--- config.mk ---
export PLATFORM = sky130hd
export DESIGN_NAME = ssrs_top
export DESIGN_NICKNAME = d
export VERILOG_FILES = /design/src/logic/ssrs_pkg.sv /design/src/logic/ssrs_sync_if.sv /design/src/logic/ssrs_sync.sv /design/src/logic/ssrs_top.sv
export SDC_FILE = /design/constraint.sdc
export NUM_CORES = 1
export LEC_CHECK = 0
export ABC_CLOCK_PERIOD_IN_PS = 29900
export BUFFER_PORTS_ARGS = -buffer_cell sky130_fd_sc_hd__buf_4
export CAP_MARGIN = 20
export CORE_AREA = 5 5 182 184
export DETAILED_ROUTE_END_ITERATION = 10
export DIE_AREA = 0 0 187 189
export PLACE_DENSITY = 0.82
export SYNTH_ARGS = -nofsm -noshare
export SYNTH_HDL_FRONTEND = slang
export SYNTH_SLANG_ARGS = --single-unit
export TNS_END_PERCENT = 30
--- constraint.sdc ---
create_clock -name clk -period 29.9 [get_ports clk]
set_input_delay 4.485 -clock clk [delete_from_list [all_inputs] [get_ports clk]]
set_output_delay 4.485 -clock clk [all_outputs]
set_load 0.03 [all_outputs]
--- src/logic/ssrs_pkg.sv ---
/*
  Package of the speed step and run select block: parameter offsets, field codes,
  reset values and the 3-wire run hold time.
  Assumes a 100 MHz system clock and 16-bit parameter words.
*/
// Summary of operation
// - Input with function code 3 is step bit 0; also master/aux1 switch.
// - Input with function code 4 is step bit 1; also aux reference 2 select.
// - Input with function code 5 is step bit 2 for preset selection.
// - Input with function code 6 is jog select, over all step bits.
// - Jog off: step bits form index; preset index+1 is chosen, 1 to 8.
// - All step bits and jog off selects step 1, the master reference.
// - Jog on outputs the jog speed preset regardless of step bits.
// - Step 1 uses master analog when source setting is 1, preset 1 when 0.
// - Step 2 uses aux1 analog when its function is 2, else preset 2.
// - Step 3 uses aux2 analog when its function is 3, else preset 3.
// - Aux1 and aux2 analog functions never equal; equal writes are rejected.
// - Run source 0 keypad, 1 terminals, 2 serial, 3 option; range 0-3; reset 1.
// - 2-wire: run forward while forward input on and reverse off; both on stops.
// - 2-wire: run reverse while reverse input on and forward off, stop when off.
// - Any input function 0 selects 3-wire; that input gives direction.
// - 3-wire initialization assigns multi-function input 3 as direction.
// - 3-wire: run input held 50 ms latches the run command.
package ssrs_pkg;

  // Parameter addresses
  localparam logic [15:0] ADDR_FREQ_SRC   = 16'h0180;
  localparam logic [15:0] ADDR_RUN_SRC    = 16'h0181;
  localparam logic [15:0] ADDR_INIT_MODE  = 16'h0102;
  localparam logic [15:0] ADDR_AUX1_FUNC  = 16'h0410;
  localparam logic [15:0] ADDR_AUX2_FUNC  = 16'h0411;
  localparam logic [15:0] ADDR_FUNC_BASE  = 16'h0400;
  localparam logic [15:0] ADDR_PRESET_BASE = 16'h0280;
  localparam logic [15:0] ADDR_JOG_PRESET = 16'h0290;

  // Counts
  localparam int NUM_CONTACTS = 12;
  localparam int NUM_MULTI    = 10;
  localparam int NUM_PRESETS  = 8;

  // Multi-function input codes
  localparam logic [7:0] FN_DIRECTION = 8'h00;
  localparam logic [7:0] FN_STEP0     = 8'h03;
  localparam logic [7:0] FN_STEP1     = 8'h04;
  localparam logic [7:0] FN_STEP2     = 8'h05;
  localparam logic [7:0] FN_JOG       = 8'h06;
  localparam logic [7:0] FN_NONE      = 8'h0F;

  // Analog function codes
  localparam logic [7:0] AF_AUX1   = 8'h02;
  localparam logic [7:0] AF_AUX2   = 8'h03;
  localparam logic [7:0] AF_UNUSED = 8'h1F;

  // Source codes
  localparam logic [1:0] SRC_KEYPAD   = 2'h0;
  localparam logic [1:0] SRC_TERMINAL = 2'h1;
  localparam logic [1:0] SRC_SERIAL   = 2'h2;
  localparam logic [1:0] SRC_OPTION   = 2'h3;
  localparam logic [15:0] RUN_SRC_MAX = 16'h0003;
  localparam logic [15:0] FREQ_SRC_MAX = 16'h0004;
  localparam logic [15:0] INIT_MODE_3WIRE = 16'h0003;
  localparam logic [15:0] FREQ_SRC_ANALOG = 16'h0001;
  localparam logic [3:0]  STEP_JOG        = 4'h9;

  // Reset values
  localparam logic [15:0] RST_RUN_SRC   = 16'h0001;
  localparam logic [15:0] RST_FREQ_SRC  = 16'h0001;
  localparam logic [7:0]  RST_AUX1_FUNC = 8'h1F;
  localparam logic [7:0]  RST_AUX2_FUNC = 8'h00;
  localparam logic [15:0] RST_PRESET    = 16'h0000;
  localparam logic [3:0]  RST_STEP      = 4'h1;
  localparam logic [NUM_MULTI*8-1:0] RST_FUNC_SEL = {
    8'h0F, 8'h0F, 8'h0F, 8'h05, 8'h0F, 8'h06, 8'h04, 8'h03, 8'h0F, 8'h0F};

  // Timing
  localparam longint CLK_HZ         = 100_000_000;
  localparam longint RUN_HOLD_MS    = 50;
  localparam int     RUN_HOLD_CYCLES = int'((RUN_HOLD_MS * CLK_HZ + 999) / 1000);

endpackage : ssrs_pkg

--- src/logic/ssrs_sync_if.sv ---
/*
  Interface between the top and its contact synchronizer.
  Assumes the clock and reset of the top.
*/
`timescale 1ns/1ps
`default_nettype none
interface ssrs_sync_if;
  logic [11:0] raw;
  logic [11:0] synced;
  modport user (output raw, input synced);
  modport sync (input raw, output synced);
endinterface : ssrs_sync_if
`default_nettype wire

--- src/logic/ssrs_sync.sv ---
/*
  Two-stage synchronizer for the contact inputs.
  Assumes contacts may change at any time relative to clk.
*/
`timescale 1ns/1ps
`default_nettype none
module ssrs_sync (
  // Clock and reset
  input  wire logic  clk,
  input  wire logic  rst,
  // Contacts
  ssrs_sync_if.sync  port
);
  typedef struct packed {
    logic [11:0] stage1;
    logic [11:0] stage2;
  } ssrs_sync_state_t;

  ssrs_sync_state_t state_reg;
  ssrs_sync_state_t state_next;

  always_comb begin
    state_next        = state_reg;
    state_next.stage1 = port.raw;
    state_next.stage2 = state_reg.stage1;
  end

  always_ff @(posedge clk or posedge rst) begin
    if (rst) begin
      state_reg <= '0;
    end else begin
      state_reg <= state_next;
    end
  end

  assign port.synced = state_reg.stage2;
endmodule : ssrs_sync
`default_nettype wire

--- src/logic/ssrs_top.sv ---
/*
  Speed step and run select of a motor drive: preset and jog speed selection
  from contact inputs, and 2-wire or 3-wire terminal run sequencing.
  Assumes parameters are written over a simple word port, contacts are raw
  switches, and analog inputs arrive already scaled.
*/
`timescale 1ns/1ps
`default_nettype none
module ssrs_top #(
  parameter int unsigned RUN_HOLD_CYCLES = ssrs_pkg::RUN_HOLD_CYCLES
) (
  // Clock and reset
  input  wire logic        clk,
  input  wire logic        rst,
  // Parameter access
  input  wire logic        paramWrEn,
  input  wire logic        paramRdEn,
  input  wire logic [15:0] paramAddr,
  input  wire logic [15:0] paramWrData,
  output logic      [15:0] paramRdData,
  output logic             paramReject,
  // Contacts S1..S12, bit 0 is the forward run input
  input  wire logic [11:0] contactIn,
  // Analog references
  input  wire logic [15:0] masterAnalogInput,
  input  wire logic [15:0] aux1AnalogInput,
  input  wire logic [15:0] aux2AnalogInput,
  // Speed selection
  output logic      [15:0] speedRef,
  output logic      [3:0]  speedStep,
  output logic             jogActive,
  output logic             auxRef2Select,
  // Run control
  output logic      [3:0]  runSourceOneHot,
  output logic             threeWireMode,
  output logic             terminalRun,
  output logic             terminalReverse
);

  typedef struct packed {
    logic [15:0]                              freqSrc;
    logic [15:0]                              runSrc;
    logic [15:0]                              initMode;
    logic [7:0]                               aux1Func;
    logic [7:0]                               aux2Func;
    logic [ssrs_pkg::NUM_MULTI-1:0][7:0]      funcSel;
    logic [ssrs_pkg::NUM_PRESETS:0][15:0]     preset;
    logic [15:0]                              rdData;
    logic                                     reject;
    logic [31:0]                              holdCnt;
    logic                                     runLatch;
    logic [15:0]                              speed;
    logic [3:0]                               step;
    logic                                     jog;
    logic                                     auxSel2;
    logic                                     run;
    logic                                     reverse;
    logic                                     threeWire;
  } ssrs_state_t;

  ssrs_state_t  state_reg;
  ssrs_state_t  state_next;
  ssrs_sync_if  syncPort ();

  assign syncPort.raw = contactIn;

  ssrs_sync u_sync (
    .clk  (clk),
    .rst  (rst),
    .port (syncPort.sync)
  );

  ////////////////////////////////////////////////////////////////////////////
  // Contact decode
  logic [11:0] contacts;
  logic        stepBit0;
  logic        stepBit1;
  logic        stepBit2;
  logic        jogSel;
  logic        dirCmd;
  logic        anyDirFunc;
  logic [2:0]  stepIdx;

  assign contacts = syncPort.synced;

  always_comb begin
    stepBit0   = 1'b0;
    stepBit1   = 1'b0;
    stepBit2   = 1'b0;
    jogSel     = 1'b0;
    dirCmd     = 1'b0;
    anyDirFunc = 1'b0;
    for (int i = 0; i < ssrs_pkg::NUM_MULTI; i++) begin
      unique case (state_reg.funcSel[i])
        ssrs_pkg::FN_STEP0: stepBit0 = stepBit0 | contacts[i+2];
        ssrs_pkg::FN_STEP1: stepBit1 = stepBit1 | contacts[i+2];
        ssrs_pkg::FN_STEP2: stepBit2 = stepBit2 | contacts[i+2];
        ssrs_pkg::FN_JOG: jogSel = jogSel | contacts[i+2];
        ssrs_pkg::FN_DIRECTION: begin
          anyDirFunc = 1'b1;
          dirCmd     = dirCmd | contacts[i+2];
        end
        default: begin
        end
      endcase
    end
  end

  assign stepIdx = {stepBit2, stepBit1, stepBit0};

  ////////////////////////////////////////////////////////////////////////////
  // Speed selection
  logic [15:0] stepValue;

  always_comb begin
    stepValue = state_reg.preset[stepIdx];
    unique case (stepIdx)
      3'h0: begin
        if (state_reg.freqSrc == ssrs_pkg::FREQ_SRC_ANALOG) begin
          stepValue = masterAnalogInput;
        end
      end
      3'h1: begin
        if (state_reg.aux1Func == ssrs_pkg::AF_AUX1) begin
          stepValue = aux1AnalogInput;
        end
      end
      3'h2: begin
        if (state_reg.aux2Func == ssrs_pkg::AF_AUX2) begin
          stepValue = aux2AnalogInput;
        end
      end
      default: begin
      end
    endcase
  end

  ////////////////////////////////////////////////////////////////////////////
  // Parameter access, run sequencing and output registers
  logic [15:0] offFunc;
  logic [15:0] offPreset;
  logic        hitRunSrc;
  logic        hitFreqSrc;
  logic        hitAux1;
  logic        hitAux2;
  logic        hitInit;
  logic        hitFunc;
  logic        hitPreset;
  logic        hitJog;

  // One decode serves both the write and the read path
  assign offFunc    = paramAddr - ssrs_pkg::ADDR_FUNC_BASE;
  assign offPreset  = paramAddr - ssrs_pkg::ADDR_PRESET_BASE;
  assign hitRunSrc  = (paramAddr == ssrs_pkg::ADDR_RUN_SRC);
  assign hitFreqSrc = (paramAddr == ssrs_pkg::ADDR_FREQ_SRC);
  assign hitAux1    = (paramAddr == ssrs_pkg::ADDR_AUX1_FUNC);
  assign hitAux2    = (paramAddr == ssrs_pkg::ADDR_AUX2_FUNC);
  assign hitInit    = (paramAddr == ssrs_pkg::ADDR_INIT_MODE);
  assign hitFunc    = (offFunc < 16'(ssrs_pkg::NUM_MULTI));
  assign hitPreset  = (offPreset < 16'(ssrs_pkg::NUM_PRESETS));
  assign hitJog     = (paramAddr == ssrs_pkg::ADDR_JOG_PRESET);

  always_comb begin
    state_next        = state_reg;
    state_next.reject = 1'b0;

    // Writes
    if (paramWrEn) begin
      if (hitRunSrc) begin
        if (paramWrData <= ssrs_pkg::RUN_SRC_MAX) begin
          state_next.runSrc = paramWrData;
        end else begin
          state_next.reject = 1'b1;
        end
      end else if (hitFreqSrc) begin
        if (paramWrData <= ssrs_pkg::FREQ_SRC_MAX) begin
          state_next.freqSrc = paramWrData;
        end else begin
          state_next.reject = 1'b1;
        end
      end else if (hitAux1) begin
        if (paramWrData[7:0] == state_reg.aux2Func) begin
          state_next.reject = 1'b1;
        end else begin
          state_next.aux1Func = paramWrData[7:0];
        end
      end else if (hitAux2) begin
        if (paramWrData[7:0] == state_reg.aux1Func) begin
          state_next.reject = 1'b1;
        end else begin
          state_next.aux2Func = paramWrData[7:0];
        end
      end else if (hitInit) begin
        state_next.initMode = paramWrData;
        if (paramWrData == ssrs_pkg::INIT_MODE_3WIRE) begin
          state_next.funcSel[0] = ssrs_pkg::FN_DIRECTION;
        end
      end else if (hitFunc) begin
        state_next.funcSel[offFunc[3:0]] = paramWrData[7:0];
      end else if (hitPreset) begin
        state_next.preset[offPreset[3:0]] = paramWrData;
      end else if (hitJog) begin
        state_next.preset[ssrs_pkg::NUM_PRESETS] = paramWrData;
      end else begin
        state_next.reject = 1'b1;
      end
    end

    // Reads, unmapped addresses read zero
    if (paramRdEn) begin
      state_next.rdData = 16'h0000;
      if (hitRunSrc) begin
        state_next.rdData = state_reg.runSrc;
      end else if (hitFreqSrc) begin
        state_next.rdData = state_reg.freqSrc;
      end else if (hitAux1) begin
        state_next.rdData = {8'h00, state_reg.aux1Func};
      end else if (hitAux2) begin
        state_next.rdData = {8'h00, state_reg.aux2Func};
      end else if (hitInit) begin
        state_next.rdData = state_reg.initMode;
      end else if (hitFunc) begin
        state_next.rdData = {8'h00, state_reg.funcSel[offFunc[3:0]]};
      end else if (hitPreset) begin
        state_next.rdData = state_reg.preset[offPreset[3:0]];
      end else if (hitJog) begin
        state_next.rdData = state_reg.preset[ssrs_pkg::NUM_PRESETS];
      end
    end

    // Speed reference
    state_next.jog     = jogSel;
    state_next.auxSel2 = stepBit1 && (state_reg.aux2Func == ssrs_pkg::AF_AUX2);
    if (jogSel) begin
      state_next.speed = state_reg.preset[ssrs_pkg::NUM_PRESETS];
      state_next.step  = ssrs_pkg::STEP_JOG;
    end else begin
      state_next.speed = stepValue;
      state_next.step  = {1'b0, stepIdx} + 4'h1;
    end

    // Run sequencing on the terminals
    state_next.threeWire = anyDirFunc;
    if (!anyDirFunc) begin
      state_next.holdCnt  = 32'h0000_0000;
      state_next.runLatch = 1'b0;
      state_next.run      = contacts[0] ^ contacts[1];
      state_next.reverse  = contacts[1] & ~contacts[0];
    end else begin
      if (!contacts[1]) begin
        state_next.holdCnt  = 32'h0000_0000;
        state_next.runLatch = 1'b0;
      end else if (contacts[0] && !state_reg.runLatch) begin
        if (state_reg.holdCnt >= 32'(RUN_HOLD_CYCLES - 1)) begin
          state_next.runLatch = 1'b1;
        end else begin
          state_next.holdCnt = state_reg.holdCnt + 32'h0000_0001;
        end
      end else if (!contacts[0]) begin
        state_next.holdCnt = 32'h0000_0000;
      end
      state_next.run     = state_next.runLatch;
      state_next.reverse = dirCmd;
    end
    if (state_reg.runSrc[1:0] != ssrs_pkg::SRC_TERMINAL) begin
      state_next.run     = 1'b0;
      state_next.reverse = 1'b0;
    end
  end

  always_ff @(posedge clk or posedge rst) begin
    if (rst) begin
      state_reg          <= '0;
      state_reg.freqSrc  <= ssrs_pkg::RST_FREQ_SRC;
      state_reg.runSrc   <= ssrs_pkg::RST_RUN_SRC;
      state_reg.aux1Func <= ssrs_pkg::RST_AUX1_FUNC;
      state_reg.aux2Func <= ssrs_pkg::RST_AUX2_FUNC;
      state_reg.funcSel  <= ssrs_pkg::RST_FUNC_SEL;
      state_reg.step     <= ssrs_pkg::RST_STEP;
    end else begin
      state_reg <= state_next;
    end
  end

  ////////////////////////////////////////////////////////////////////////////
  // Outputs
  always_comb begin
    runSourceOneHot = 4'h0;
    runSourceOneHot[state_reg.runSrc[1:0]] = 1'b1;
  end

  assign paramRdData     = state_reg.rdData;
  assign paramReject     = state_reg.reject;
  assign speedRef        = state_reg.speed;
  assign speedStep       = state_reg.step;
  assign jogActive       = state_reg.jog;
  assign auxRef2Select   = state_reg.auxSel2;
  assign threeWireMode   = state_reg.threeWire;
  assign terminalRun     = state_reg.run;
  assign terminalReverse = state_reg.reverse;

endmodule : ssrs_top
`default_nettype wire

==> flow_metrics.tcl <==
set metrics [dict create \
    status "finished clean" \
    die_x_um 187 \
    place_congestion 0.970 \
    syn_to_final_growth_pct 12.0 \
    crit_fanout 59 \
    crit_path_top_delay_cell "nand3_1" \
    met3WireLength_mm 5.82 \
    worst-endpoint-arrival_ps 8220 \
    min_to "u_sync.port.synced[1]" \
    critical_path_class "primary input to flip-flop" \
    ir_drop_uv 40.8 \
    seq_area_frac_synth 0.480 \
    timing.setup.tns_ps 0 \
    avgSynthCellArea_sq_um 11.3 \
    antenna_found_initial 1 \
    period_share 0.261 \
    dp_cells 2203 \
    ctsLongestPathBuffers 3 \
    start_kind "primary input" \
    top_layer_used "met4" \
    layout_commonest_cell "dfrtp_1" \
    cts-root-buf "clkbuf_16" \
    cap_violations 0 \
    synthFlopType "dfrtp_1" \
    layout.cells.non_filler 2279 \
    rsz0062_at_grt "no" \
    syn-num-nets 1894 \
    drt-initial-drc-count 1931 \
    setup_violations 0 \
    min_period_ps 7800 \
    layout.nets 1950 \
    grtUsageTotal 0.319 \
    wl_per_cell_um 24.8 \
    min_path_cells 0 \
    worst_pin_slew_ps 1060 \
    synth_edf_count 0 \
    drt-vias-per-instance 6.84 \
    drt-met1-wl_mm 23.2 \
    synthCells 1790 \
    crit_family "simple AND/OR/NAND/NOR gates" \
    powerDensity_nw_per_um2 48.0 \
    synth_top_area_frac 0.430 \
    worstSetupEndpointType "flip-flop" \
    cts_resized 0 \
    ant_nets 0 \
    clk_latency_ps 540 \
    fillers 2127 \
    r2r_end "speedRef[11]" \
    numPortBuffers 141 \
    crit_required_ps 30320 \
    grt_pass1_vias 15400 \
    grt_first_pass_wirelength_mm 89.9 \
    ios 142 \
    synth_area_sq_um 20300 \
    grt_max_degree 91 \
    hold_class "flip-flop to flip-flop" \
    dr.pass1.iters 8 \
    critPathBufInv 1 \
    initial_core_util 0.649 \
    rr_startpoint "state_reg[231]" \
    slew_headroom 0.286 \
    hold_viol_final 0 \
    final.setup_skew_ps 16.9 \
    power_mw 1.09 \
    final_cell_mix "dfrtp_1 (348), mux2_2 (250), buf_4 (166)" \
    async_flop_share 1.00 \
    synth_area_leaders "dfrtp_1 (43%), mux2_2 (14%), mux4_2 (5.3%), dfstp_2 (5.1%), mux2i_1 (3.7%)" \
    yosys.area.top_type "dfrtp_1" \
    largest_reg_flops 321 \
    antenna_cells 0 \
    r2r.worst_path.cells 12 \
    yosys_warnings 0 \
    cts_max_level 2 \
    dieArea_sq_um 35300 \
    drc_errors 0 \
    overflow 0 \
    holdCritStartpoint "u_sync.state_next[1]" \
    core-area_sq_um 31200 \
    crit_chain "buf_4, nor2b_1, nand2_1, or3_1, nand4_4, nor2_1, nand3_1, mux2_2" \
    die_h_um 189 \
    slew_violations 0 \
    postCtsHoldBufs 0 \
    rows 65 \
    slowest_delay_ps 790 \
    clkSinkCount 387 \
    routed_wl_mm 56.5 \
    multi_input_area_sq_um 9710 \
    cts_buffers 41 \
    netlist-cell-type-count 71 \
    dp_hpwl_mm 38.2 \
    r2r_setup_slack_ps 24670 \
    seqCellArea_sq_um 9730 \
    dr_total_vias 15600 \
    synth_seq_cells 387 \
    cts_setup_buffers 0 \
    path_clk_slew_ps 60 \
    p_leak_nw 10.7 \
    cts_tree "built" \
    whs_ps 345 \
    drive_gt1_frac 0.319 \
    wl_met2_mm 25.8 \
    fmax_ghz 0.128 \
]
[worst max path at each step]
| stage | from | endpoint | slack (ps) | cells past startpoint |
|---|---|---|---|---|
| floorplan | rst | auxRef2Select | 14720 | 1 |
| global placement | paramAddr[1] | state_reg[193] | 21810 | 8 |
| detailed placement | paramAddr[1] | state_reg[196] | 21680 | 8 |
| CTS | paramAddr[1] | state_reg[188] | 22230 | 8 |
| global route | paramAddr[1] | state_reg[105] | 21970 | 8 |
| finish | paramAddr[1] | state_reg[105] | 22100 | 8 |
[logic make-up after synthesis]
kind of cell    Yosys count  share of synthesized area
simple gates            547                      0.138
buf+inv                 183                     0.0426
flops                   387                      0.480
compound gates          264                     0.0906
mux                     381                      0.235
fa+ha+maj                 8                    0.00494
xor+xnor                 20                    0.00864
[synthesized netlist by cell type (5+ instances only)]
cell type  number
mux4_2         48
clkbuf_1       84
a22oi_1        22
o32ai_1        14
inv_1          24
o21ai_0        64
nand2b_1        6
a21oi_1        35
mux2_2        250
mux2_4          8
nand4_1        19
buf_1          16
a221oi_1       24
nor4b_1         6
mux2i_1        75
o21a_1          7
buf_2          16
nor2_1        133
a31oi_1        16
and3b_1         8
and2_1         21
nand3_1        61
dfrtp_1       348
buf_4          36
o211ai_1       17
and3_1         11
xor2_1         16
a221o_1         5
a211oi_1        5
o22ai_1         6
or4_1           5
o2111ai_1      12
or3_1          22
nand4b_1        7
nand3b_1       16
nand2_1       122
nor2b_1        33
nor3_1         31
ha_1            8
nor4_1         30
dfstp_2        39
[stage by stage]
stage	instance area, sq um	utilization	worst slack (ps)
global placement	21300	0.682	21810
global route	22700	0.727	21970
finish	22700	0.727	22100
CTS	22700	0.725	22230
floorplan	20300	-	14720
detailed placement	21300	0.682	21680
[final cells by class]
type,instances,share of cell area
inverter,28,0.00496
clock inverter,15,0.00705
clock buffer,59,0.0521
multi-input combinational,1220,0.428
tap,402,0.0222
sequential,387,0.429
timing repair buffer,168,0.0573
[routing by layer]
metal  vias up  GRT usage
met5         -          0
met4         0     0.0896
met1      7902      0.458
met2       848      0.492
met3       127     0.0795
li1       6705          -
[power breakdown]
part,leakage [nW],switching [mW],internal [mW]
clock,0.667,0.209,0.301
sequential,5.19,0.00174,0.527
combinational,4.85,0.0349,0.0170
Note: power is estimated with default switching activity, not from simulation.
